==> src/ahc_pkg.sv <==
// shared constants and types for the acquisition card host control block
package ahc_pkg;
  // ---------------------------------------------------------------
  // io offsets
  // ---------------------------------------------------------------
  localparam logic [3:0] AHC_OFS_CNT0 = 4'h0;
  localparam logic [3:0] AHC_OFS_CNT1 = 4'h1;
  localparam logic [3:0] AHC_OFS_CNT2 = 4'h2;
  localparam logic [3:0] AHC_OFS_TCTL = 4'h3;
  localparam logic [3:0] AHC_OFS_RES_LO = 4'h4;
  localparam logic [3:0] AHC_OFS_RES_HI = 4'h5;
  localparam logic [3:0] AHC_OFS_DIN_LO = 4'h6;
  localparam logic [3:0] AHC_OFS_DIN_HI = 4'h7;
  localparam logic [3:0] AHC_OFS_AO1_LO = 4'h4;
  localparam logic [3:0] AHC_OFS_AO1_HI = 4'h5;
  localparam logic [3:0] AHC_OFS_AO2_LO = 4'h6;
  localparam logic [3:0] AHC_OFS_AO2_HI = 4'h7;
  localparam logic [3:0] AHC_OFS_STATUS = 4'h8;
  localparam logic [3:0] AHC_OFS_IRQ_CLR = 4'h8;
  localparam logic [3:0] AHC_OFS_MODE = 4'hB;
  localparam logic [3:0] AHC_OFS_TRIG = 4'hC;
  localparam logic [3:0] AHC_OFS_DOUT_LO = 4'hD;
  localparam logic [3:0] AHC_OFS_DOUT_HI = 4'hE;
  // ---------------------------------------------------------------
  // field layout and reset values
  // ---------------------------------------------------------------
  localparam int AHC_PEND_BIT = 5;
  localparam int AHC_AO_HI_BITS = 4;
  localparam logic [2:0] AHC_MODE_OFF = 3'h0;
  localparam logic [2:0] AHC_MODE_SOFT = 3'h1;
  localparam logic [2:0] AHC_MODE_DMA = 3'h2;
  localparam logic [2:0] AHC_MODE_INT = 3'h6;
  localparam logic [15:0] AHC_DOUT_RESET = 16'h0000;
  localparam logic [11:0] AHC_AO_RESET = 12'h000;
  localparam int AHC_BUF_WIDTH = 16;
  localparam int AHC_BUF_DEPTH = 2;
  // acquisition modes, one-hot
  typedef enum logic [3:0] {
    AHC_M_OFF = 4'b0001,
    AHC_M_SOFT = 4'b0010,
    AHC_M_DMA = 4'b0100,
    AHC_M_INT = 4'b1000
  } ahc_mode_t;
endpackage

==> src/ahc_buf_if.sv <==
// valid/ready carrier between the control logic and its result buffer
`timescale 1ns/100ps
interface ahc_buf_if;
  import ahc_pkg::*;
  logic in_valid;
  logic in_ready;
  logic [AHC_BUF_WIDTH-1:0] in_data;
  logic out_valid;
  logic out_ready;
  logic [AHC_BUF_WIDTH-1:0] out_data;
  modport ctl (output in_valid, input in_ready, output in_data,
               input out_valid, output out_ready, input out_data);
  modport buffer (input in_valid, output in_ready, input in_data,
                  output out_valid, input out_ready, output out_data);
endinterface

==> src/ahc_host_ctl.sv <==
// io decode and conversion control for the acquisition card
`timescale 1ns/100ps
module ahc_host_ctl
  import ahc_pkg::*;
(
  input wire logic sys_clk,
  input wire logic sys_rst,
  input wire logic [3:0] io_addr,
  input wire logic io_wr,
  input wire logic io_rd,
  input wire logic [7:0] io_wdata,
  output logic [7:0] io_rdata,
  output logic io_rvalid,
  input wire logic dma_ack,
  output logic dma_req,
  output logic irq_req,
  input wire logic trigger_source_strap,
  input wire logic ext_trigger,
  input wire logic pacer_pulse,
  output logic adc_start,
  input wire logic adc_done,
  input wire logic [15:0] adc_data,
  output logic adc_ready,
  input wire logic [15:0] input_port_bits,
  output logic [15:0] output_port_bits,
  output logic [11:0] analog_out1_code,
  output logic [11:0] analog_out2_code,
  output logic timer_sel,
  output logic [1:0] timer_addr,
  output logic timer_wr,
  output logic timer_rd,
  output logic [7:0] timer_wdata,
  input wire logic [7:0] timer_rdata
);
  // ---------------------------------------------------------------
  // functions
  // ---------------------------------------------------------------
  // code assembly, upper nibble dropped
  function automatic logic [11:0] ahc_ao_code(input logic [7:0] hi, input logic [7:0] lo);
    ahc_ao_code = {hi[AHC_AO_HI_BITS-1:0], lo};
  endfunction

  // mode decode, unlisted codes fall to off
  function automatic ahc_mode_t ahc_mode_decode(input logic [2:0] code);
    if (code == AHC_MODE_SOFT) begin
      ahc_mode_decode = AHC_M_SOFT;
    end else if (code == AHC_MODE_DMA) begin
      ahc_mode_decode = AHC_M_DMA;
    end else if (code == AHC_MODE_INT) begin
      ahc_mode_decode = AHC_M_INT;
    end else begin
      ahc_mode_decode = AHC_M_OFF;
    end
  endfunction

  function automatic logic ahc_hit(input logic strobe, input logic [3:0] a,
                                   input logic [3:0] ofs);
    ahc_hit = strobe && (a == ofs);
  endfunction

  // ---------------------------------------------------------------
  // declarations
  // ---------------------------------------------------------------
  ahc_buf_if rbuf ();
  ahc_mode_t mode;
  logic host_wr;
  logic host_rd;
  logic rd_pend;
  logic rd_dma;
  logic [3:0] rd_addr;
  logic dma_hi;
  logic pacer_prev;
  logic ext_prev;
  logic pacer_edge;
  logic ext_edge;
  logic soft_trig;
  logic start_now;
  logic pend_flag;
  logic irq_flag;
  logic [7:0] ao1_stage;
  logic [7:0] ao2_stage;
  logic res_visible;
  logic rd_res_lo;
  logic pop_now;
  logic [7:0] next_rdata;
  logic is_timer;

  // ---------------------------------------------------------------
  // result buffer
  // ---------------------------------------------------------------
  // a stalled reader backs up into the converter via adc_ready
  ahc_result_buf u_buf (
    .sys_clk(sys_clk),
    .sys_rst(sys_rst),
    .bus(rbuf.buffer)
  );

  assign rbuf.in_valid = adc_done;
  assign rbuf.in_data = adc_data;
  assign rbuf.out_ready = pop_now;

  // converter handshake tracks the buffer's ready flag edge for edge; a one-cycle lag
  // would let the converter drop a word the full buffer refused, or offer one twice
  always_ff @(posedge sys_clk or posedge sys_rst) begin
    if (sys_rst) begin
      adc_ready <= 1'b1;
    end else if (adc_done && rbuf.in_ready && !pop_now) begin
      // a push onto one held word fills the buffer
      adc_ready <= !rbuf.out_valid;
    end else if (pop_now && !(adc_done && rbuf.in_ready)) begin
      adc_ready <= 1'b1;
    end
  end

  // ---------------------------------------------------------------
  // host strobes
  // ---------------------------------------------------------------
  // a dma acknowledge cycle is not a normal register access
  assign host_wr = io_wr && !dma_ack;
  assign host_rd = io_rd && !dma_ack;
  assign is_timer = (io_addr <= AHC_OFS_TCTL);

  // ---------------------------------------------------------------
  // mode register
  // ---------------------------------------------------------------
  // reset value is soft/poll
  always_ff @(posedge sys_clk or posedge sys_rst) begin
    if (sys_rst) begin
      mode <= AHC_M_SOFT;
    end else if (ahc_hit(host_wr, io_addr, AHC_OFS_MODE)) begin
      // only the low three bits are kept
      mode <= ahc_mode_decode(io_wdata[2:0]);
    end
  end

  // ---------------------------------------------------------------
  // trigger sources
  // ---------------------------------------------------------------
  // previous levels for rising-edge detection of the pin inputs
  always_ff @(posedge sys_clk or posedge sys_rst) begin
    if (sys_rst) begin
      pacer_prev <= 1'b0;
      ext_prev <= 1'b0;
    end else begin
      pacer_prev <= pacer_pulse;
      ext_prev <= ext_trigger;
    end
  end

  // pacer_pulse is the output of the cascaded counter pair
  assign pacer_edge = pacer_pulse && !pacer_prev;
  assign ext_edge = ext_trigger && !ext_prev;
  // data value ignored, any write triggers
  assign soft_trig = ahc_hit(host_wr, io_addr, AHC_OFS_TRIG);

  // strap high selects the external source only
  always_comb begin
    if (trigger_source_strap) begin
      start_now = ext_edge;
    end else begin
      case (mode)
        AHC_M_SOFT: start_now = soft_trig;
        AHC_M_DMA: start_now = pacer_edge;
        AHC_M_INT: start_now = pacer_edge;
        default: start_now = 1'b0;
      endcase
    end
  end

  // one-cycle start pulse to the converter
  always_ff @(posedge sys_clk or posedge sys_rst) begin
    if (sys_rst) begin
      adc_start <= 1'b0;
    end else begin
      adc_start <= start_now;
    end
  end

  // ---------------------------------------------------------------
  // ready flag
  // ---------------------------------------------------------------
  assign res_visible = rbuf.out_valid && (mode != AHC_M_DMA);
  assign rd_res_lo = rd_pend && !rd_dma && (rd_addr == AHC_OFS_RES_LO);

  // busy from start, cleared when the result is stored
  // a low-byte read sets it again; set wins over the clear
  always_ff @(posedge sys_clk or posedge sys_rst) begin
    if (sys_rst) begin
      pend_flag <= 1'b0;
    end else if (adc_start || rd_res_lo) begin
      pend_flag <= 1'b1;
    end else if (adc_done && rbuf.in_ready) begin
      pend_flag <= 1'b0;
    end
  end

  // ---------------------------------------------------------------
  // interrupt flag
  // ---------------------------------------------------------------
  // raised at conversion end in interrupt mode only
  // sticky until a write to the clear offset; a new event wins
  always_ff @(posedge sys_clk or posedge sys_rst) begin
    if (sys_rst) begin
      irq_flag <= 1'b0;
    end else if (mode == AHC_M_INT && adc_done && rbuf.in_ready) begin
      irq_flag <= 1'b1;
    end else if (ahc_hit(host_wr, io_addr, AHC_OFS_IRQ_CLR)) begin
      irq_flag <= 1'b0;
    end
  end

  // request pin follows the flag, dropped when mode leaves interrupt
  always_ff @(posedge sys_clk or posedge sys_rst) begin
    if (sys_rst) begin
      irq_req <= 1'b0;
    end else begin
      irq_req <= irq_flag && (mode == AHC_M_INT);
    end
  end

  // ---------------------------------------------------------------
  // dma request
  // ---------------------------------------------------------------
  // request while a word waits; low for a cycle after each word
  always_ff @(posedge sys_clk or posedge sys_rst) begin
    if (sys_rst) begin
      dma_req <= 1'b0;
    end else begin
      dma_req <= (mode == AHC_M_DMA) && rbuf.out_valid && !pop_now;
    end
  end

  // byte order within a dma word: low byte first, then high byte
  always_ff @(posedge sys_clk or posedge sys_rst) begin
    if (sys_rst) begin
      dma_hi <= 1'b0;
    end else if (mode != AHC_M_DMA) begin
      dma_hi <= 1'b0;
    end else if (rd_pend && rd_dma) begin
      dma_hi <= ~dma_hi;
    end
  end

  // ---------------------------------------------------------------
  // read pipeline
  // ---------------------------------------------------------------
  // stage one captures the access, stage two returns the byte
  always_ff @(posedge sys_clk or posedge sys_rst) begin
    if (sys_rst) begin
      rd_pend <= 1'b0;
      rd_dma <= 1'b0;
      rd_addr <= 4'h0;
    end else begin
      rd_pend <= io_rd;
      rd_dma <= io_rd && dma_ack;
      rd_addr <= io_addr;
    end
  end

  // pop after the high byte, by host poll or by dma
  always_comb begin
    pop_now = 1'b0;
    if (rd_pend && rd_dma) begin
      pop_now = dma_hi && rbuf.out_valid;
    end else if (rd_pend && rd_addr == AHC_OFS_RES_HI) begin
      pop_now = res_visible;
    end
  end

  // read data mux; unmapped and write-only offsets read zero
  always_comb begin
    next_rdata = 8'h00;
    if (rd_dma) begin
      // acknowledged cycle carries the waiting word
      next_rdata = dma_hi ? rbuf.out_data[15:8] : rbuf.out_data[7:0];
    end else if (rd_addr <= AHC_OFS_TCTL) begin
      next_rdata = timer_rdata;
    end else if (rd_addr == AHC_OFS_RES_LO) begin
      // result hidden while dma owns it
      next_rdata = res_visible ? rbuf.out_data[7:0] : 8'h00;
    end else if (rd_addr == AHC_OFS_RES_HI) begin
      next_rdata = res_visible ? rbuf.out_data[15:8] : 8'h00;
    end else if (rd_addr == AHC_OFS_DIN_LO) begin
      next_rdata = input_port_bits[7:0];
    end else if (rd_addr == AHC_OFS_DIN_HI) begin
      next_rdata = input_port_bits[15:8];
    end else if (rd_addr == AHC_OFS_STATUS) begin
      // ready flag in bit 5, not shown in dma mode
      next_rdata[AHC_PEND_BIT] = pend_flag && (mode != AHC_M_DMA);
    end
  end

  // registered read answer, valid for one cycle
  always_ff @(posedge sys_clk or posedge sys_rst) begin
    if (sys_rst) begin
      io_rdata <= 8'h00;
      io_rvalid <= 1'b0;
    end else begin
      io_rvalid <= rd_pend;
      if (rd_pend) begin
        io_rdata <= next_rdata;
      end
    end
  end

  // ---------------------------------------------------------------
  // timer window
  // ---------------------------------------------------------------
  // strobes forwarded one cycle late with address and data
  always_ff @(posedge sys_clk or posedge sys_rst) begin
    if (sys_rst) begin
      timer_sel <= 1'b0;
      timer_addr <= 2'h0;
      timer_wr <= 1'b0;
      timer_rd <= 1'b0;
      timer_wdata <= 8'h00;
    end else begin
      timer_sel <= (host_wr || host_rd) && is_timer;
      timer_wr <= host_wr && is_timer;
      timer_rd <= host_rd && is_timer;
      if ((host_wr || host_rd) && is_timer) begin
        timer_addr <= io_addr[1:0];
        timer_wdata <= io_wdata;
      end
    end
  end

  // ---------------------------------------------------------------
  // digital outputs
  // ---------------------------------------------------------------
  // each byte latched by its own offset
  always_ff @(posedge sys_clk or posedge sys_rst) begin
    if (sys_rst) begin
      output_port_bits <= AHC_DOUT_RESET;
    end else if (ahc_hit(host_wr, io_addr, AHC_OFS_DOUT_LO)) begin
      output_port_bits[7:0] <= io_wdata;
    end else if (ahc_hit(host_wr, io_addr, AHC_OFS_DOUT_HI)) begin
      output_port_bits[15:8] <= io_wdata;
    end
  end

  // ---------------------------------------------------------------
  // output converters
  // ---------------------------------------------------------------
  // low byte staged only; reads at these offsets are unaffected
  always_ff @(posedge sys_clk or posedge sys_rst) begin
    if (sys_rst) begin
      ao1_stage <= 8'h00;
      ao2_stage <= 8'h00;
    end else if (ahc_hit(host_wr, io_addr, AHC_OFS_AO1_LO)) begin
      ao1_stage <= io_wdata;
    end else if (ahc_hit(host_wr, io_addr, AHC_OFS_AO2_LO)) begin
      ao2_stage <= io_wdata;
    end
  end

  // both bytes move together so the output steps once
  always_ff @(posedge sys_clk or posedge sys_rst) begin
    if (sys_rst) begin
      analog_out1_code <= AHC_AO_RESET;
      analog_out2_code <= AHC_AO_RESET;
    end else if (ahc_hit(host_wr, io_addr, AHC_OFS_AO1_HI)) begin
      analog_out1_code <= ahc_ao_code(io_wdata, ao1_stage);
    end else if (ahc_hit(host_wr, io_addr, AHC_OFS_AO2_HI)) begin
      analog_out2_code <= ahc_ao_code(io_wdata, ao2_stage);
    end
  end
endmodule

==> src/ahc_result_buf.sv <==
// two-entry result buffer with registered full and empty flags
`timescale 1ns/100ps
module ahc_result_buf
  import ahc_pkg::*;
(
  input wire logic sys_clk,
  input wire logic sys_rst,
  ahc_buf_if.buffer bus
);
  logic [AHC_BUF_WIDTH-1:0] mem [AHC_BUF_DEPTH];
  logic wptr;
  logic rptr;
  logic [1:0] count;
  logic push;
  logic pop;

  // ---------------------------------------------------------------
  // handshakes
  // ---------------------------------------------------------------
  assign push = bus.in_valid && bus.in_ready;
  assign pop = bus.out_valid && bus.out_ready;
  assign bus.out_data = mem[rptr];

  // storage, written only on an accepted push
  always_ff @(posedge sys_clk) begin
    if (push) begin
      mem[wptr] <= bus.in_data;
    end
  end

  // pointers and fill level; flags are flops so ready never glitches
  always_ff @(posedge sys_clk or posedge sys_rst) begin
    if (sys_rst) begin
      wptr <= 1'b0;
      rptr <= 1'b0;
      count <= 2'h0;
      bus.in_ready <= 1'b1;
      bus.out_valid <= 1'b0;
    end else begin
      if (push) begin
        wptr <= ~wptr;
      end
      if (pop) begin
        rptr <= ~rptr;
      end
      if (push && !pop) begin
        count <= count + 2'h1;
        bus.in_ready <= (count != 2'h1);
        bus.out_valid <= 1'b1;
      end else if (pop && !push) begin
        count <= count - 2'h1;
        bus.in_ready <= 1'b1;
        bus.out_valid <= (count != 2'h1);
      end
    end
  end
endmodule

==> config.mk <==
export PLATFORM = sky130hd
export DESIGN_NAME = ahc_host_ctl
export DESIGN_NICKNAME = d
export VERILOG_FILES = /design/src/ahc_pkg.sv /design/src/ahc_buf_if.sv /design/src/ahc_host_ctl.sv /design/src/ahc_result_buf.sv
export SDC_FILE = /design/constraint.sdc
export NUM_CORES = 1
export LEC_CHECK = 0
export BUFFER_PORTS_ARGS = -buffer_cell sky130_fd_sc_hd__buf_4
export CORE_MARGIN = 8
export CORE_UTILIZATION = 54
export CTS_CLUSTER_SIZE = 25
export DETAILED_ROUTE_END_ITERATION = 6
export PLACE_DENSITY = 0.79
export SYNTH_ARGS = -nofsm -noshare
export SYNTH_HDL_FRONTEND = slang
export SYNTH_HIERARCHICAL = 1
export SYNTH_SLANG_ARGS = --single-unit
==> constraint.sdc <==
create_clock -name sys_clk -period 3.35 [get_ports sys_clk]
set_input_delay 0.335 -clock sys_clk [delete_from_list [all_inputs] [get_ports sys_clk]]
set_output_delay 0.335 -clock sys_clk [all_outputs]
set_load 0.05 [all_outputs]
==> results.py <==
metrics = {
    "outcome": {
        "status": "completed",
    },
    "logic_synthesis": {
        "synth.most_common_cell": "dfrtp_1",
        "ys_seq_elements": 135,
        "yosysUniqueCellTypes": 58,
        "ys_top_cells_by_count": "dfrtp_1 (100), mux2_2 (65), edfxtp_1 (32)",
        "synth.top_cell.area_share_pct": 42.2,
        "ys.flop_type": "dfrtp_1",
        "syn-mean-instance-area_um2": 14.9,
        "syn_inst": 397,
        "netlist_area_um2": 5930,
        "yosys_warnings": 6,
        "synth_nets": 461,
        "post-synth-top-area-cell": "dfrtp_1",
        "synth_edf_count": 32,
        "async_reset_ff_share_pct": 76.3,
        "synth_seq_area_share_pct": 59.8,
        "synth_area_leaders": "dfrtp_1 (42%), edfxtp_1 (16%), mux2_2 (12%)",
    },
    "clock_network": {
        "clockRootBuffer": "clkbuf_8",
        "cts_setup_buffers": 0,
        "clk_pin_slew_ns": 0.06,
        "cts_max_level": 4,
        "hold_buffers": 24,
        "cts_tree": "built",
        "numClockSinks": 135,
        "ctsResizeCount": 0,
        "worstSkewPairLatency_ns": 0.53,
        "clock_path_buffers": 2,
        "numCtsBuffers": 17,
    },
    "setup_path": {
        "path_cells": "and4bb_1 > nand2_2 > o21ai_2 > and3_1 > nand2_1 > ha_1 > nand2b_1 > a21oi_1 > a221o_1",
        "reg2reg_depth": 9,
        "start_kind": "register",
        "worstSetupPathType": "reg -> reg",
        "cpMaxStageDelayCell": "dfrtp_1",
        "cp-end-kind": "register",
        "critPathRequiredTime_ns": 3.75,
        "rrSetupSlack_ns": 0.49,
        "worst_r2r_endpoint": "u_buf/count[1]",
        "crit_start": "rd_addr[0]",
        "cp_max_fo": 13,
        "cpPeakStageDelay_ns": 0.65,
        "critPathArrivalTime_ns": 3.26,
        "r2r-start": "rd_addr[0]",
    },
    "floorplanning": {
        "die_h_um": 121,
        "start_util_pct": 54.9,
        "core-area_um2": 10800,
        "ios": 127,
        "rows": 38,
        "die_w_um": 121,
        "die_area_um2": 14600,
    },
    "placed_design": {
        "globalplace.congestion": 0.791,
        "port_buffers": 126,
        "dp_hpwl_mm": 10.2,
        "placed_cell_area_um2": 6970,
    },
    "global_route": {
        "first_global_vias": 4398,
        "grt-ovfl-total": 0,
        "antenna_found_initial": 0,
        "grt_pass1_wl_mm": 23.7,
        "grt_max_degree": 56,
        "grt_usage_pct": 21.0,
    },
    "routing": {
        "routed_via_density": 5.51,
        "drt-initial-drc-count": 238,
        "wire_per_inst_um": 20.4,
        "totalWireLength_mm": 14.4,
        "post-route-drc-count": 0,
        "dr.pass1.iters": 4,
        "via_count": 3885,
        "ant_nets": 0,
    },
    "min_path": {
        "min_path_type": "in -> reg",
        "worstHoldStart": "dma_ack",
        "whs_endpoint": "timer_rd",
        "min_delay_path_depth": 2,
    },
    "final_layout": {
        "final_area_um2": 7780,
        "fin_nets": 616,
        "num_antenna_cells": 0,
        "areaGrowthSynthToFinish_pct": 31.2,
        "drive_gt1_share_pct": 49.6,
    },
    "timing": {
        "finalClockSkew_ns": 0.00545,
        "fmax_mhz": 350,
        "drv_slew": 0,
        "setup_viol": 0,
        "worstMarginPinSlew_ns": 0.686,
        "hold_violations": 0,
        "setup_tns_ns": 0,
        "fin_crit_ns": 2.86,
        "max_slew_margin_pct": 54.3,
        "min_period_over_period_pct": 85.4,
        "rsz0062_at_grt": "false",
    },
    "power": {
        "swShare_pct": 33.0,
        "peakVddDrop_uv": 507,
        "p_sw_mw": 1.84,
        "power_density_nw_per_um2": 718,
        "comb_power_share_pct": 29.2,
        "p_clk_share_pct": 31.2,
        "power_frac_seq_pct": 39.6,
        "power.internal_mw": 3.74,
        "p_leak_nw": 3.54,
    },
    "flow_run": {
        "maxCapViolations": 0,
    },
}
==> metal layers <==
metal  part of all wire [%]  global-route usage (%)  vias to the layer above
li1                       -                       -                     1766
met1                     39                    24.1                     1956
met2                     51                    34.9                      136
met3                    8.2                    7.93                       27
met4                    2.0                    8.04                        0
met5                      0                       0                        -
==> worst max-delay path, delay by kind of cell (launching register included) <==
family | cells | cell delay, ns
AND/OR/NAND/NOR | 5 | 1.10
flip-flops | 1 | 0.65
AO/OA/AOI/OAI | 3 | 0.50
adder cells (fa/ha/maj) | 1 | 0.48
==> area by class of cell <==
| class | instances | area, µm² |
|---|---|---|
| repair buffers | 155 | 1220 |
| clock inverters | 10 | 91.3 |
| multi-input cells | 232 | 2230 |
| fillers | 712 | 3020 |
| flip-flops and latches | 135 | 3540 |
| well taps | 140 | 175 |
| clock buffers | 22 | 474 |
| inverters | 11 | 43.8 |
==> power groups by stage <==
| stage | Combinational [mW] | Clock, mW | Sequential, mW |
|---|---|---|---|
| after floorplan | 0.658 | 0 | 2.67 |
| after global placement | 1.57 | 0 | 2.21 |
| after detailed placement | 1.61 | 0 | 2.23 |
| after CTS | 1.64 | 1.77 | 2.21 |
| after global routing | 1.72 | 1.85 | 2.24 |
| final | 1.63 | 1.74 | 2.21 |
==> cell usage in the layout (no fill, tap or decap), types with 3 or more instances in the layout <==
cell,synthesis,final
clkinv_2,0,4
nand2_1,9,9
buf_4,2,131
a21boi_0,8,8
clkinv_4,0,3
nand2b_1,10,10
mux2_4,29,29
edfxtp_1,32,32
dfrtp_1,100,100
o21ai_0,9,9
clkbuf_8,0,3
dlygate4sd3_1,0,24
dfstp_2,3,3
o22a_1,7,7
mux2_2,65,65
mux2i_1,9,9
o221ai_1,7,7
nand3_1,3,3
clkbuf_16,0,17
inv_1,10,9
a21oi_1,6,6
nor2_1,12,12
a22oi_1,7,7
ha_1,3,3
nor2b_1,3,3
==> flip-flops by register name, indices dropped and copies added, names as in the netlist, 2 cells and up <==
signal and flops:
timer_wdata 8, ao1_stage 8, output_port_bits 16, mode 4
ao2_stage 8, u_buf/mem 32, analog_out1_code 12, io_rdata 8
analog_out2_code 12, rd_addr 4, timer_addr 2, u_buf/count 2
==> worst max path at each step <==
| stage | endpoint | slack [ns] | cells past startpoint |
|---|---|---|---|
| floorplan | adc_start | 0.48 | 1 |
| global placement | u_buf/count[1] | 0.73 | 9 |
| detailed placement | u_buf/count[1] | 0.55 | 9 |
| CTS | u_buf/count[1] | 0.51 | 9 |
| global route | u_buf/count[1] | 0.27 | 9 |
| finish | u_buf/count[1] | 0.49 | 9 |
==> stage by stage <==
stage	cells	util (%)	total power, mW	hold WS, ns	worst slack (ns)
finish	705	72.1	5.58	0.0192	0.490
global route	705	72.1	5.81	0.00706	0.266
CTS	705	72.1	5.62	0.00280	0.507
detailed placement	649	64.6	3.84	0.285	0.547
global placement	649	64.6	3.78	0.278	0.733
floorplan	397	-	3.33	0.125	0.485
==> logic make-up (layout without fill, tap and decap cells) <==
kind of cell               after synthesis  count (layout)  share of synthesized area [%]
and+or+nand+nor                         67              67                           8.23
AOI/OAI and AO/OA                       55              55                           6.86
adders and majority gates                3               3                          0.633
buffers and inverters                   30             198                           2.66
muxes                                  104             104                           21.4
DFF                                    135             135                           59.8
xor gates and xnor gates                 3               3                          0.443
Note: power is estimated with default switching activity, not from simulation.
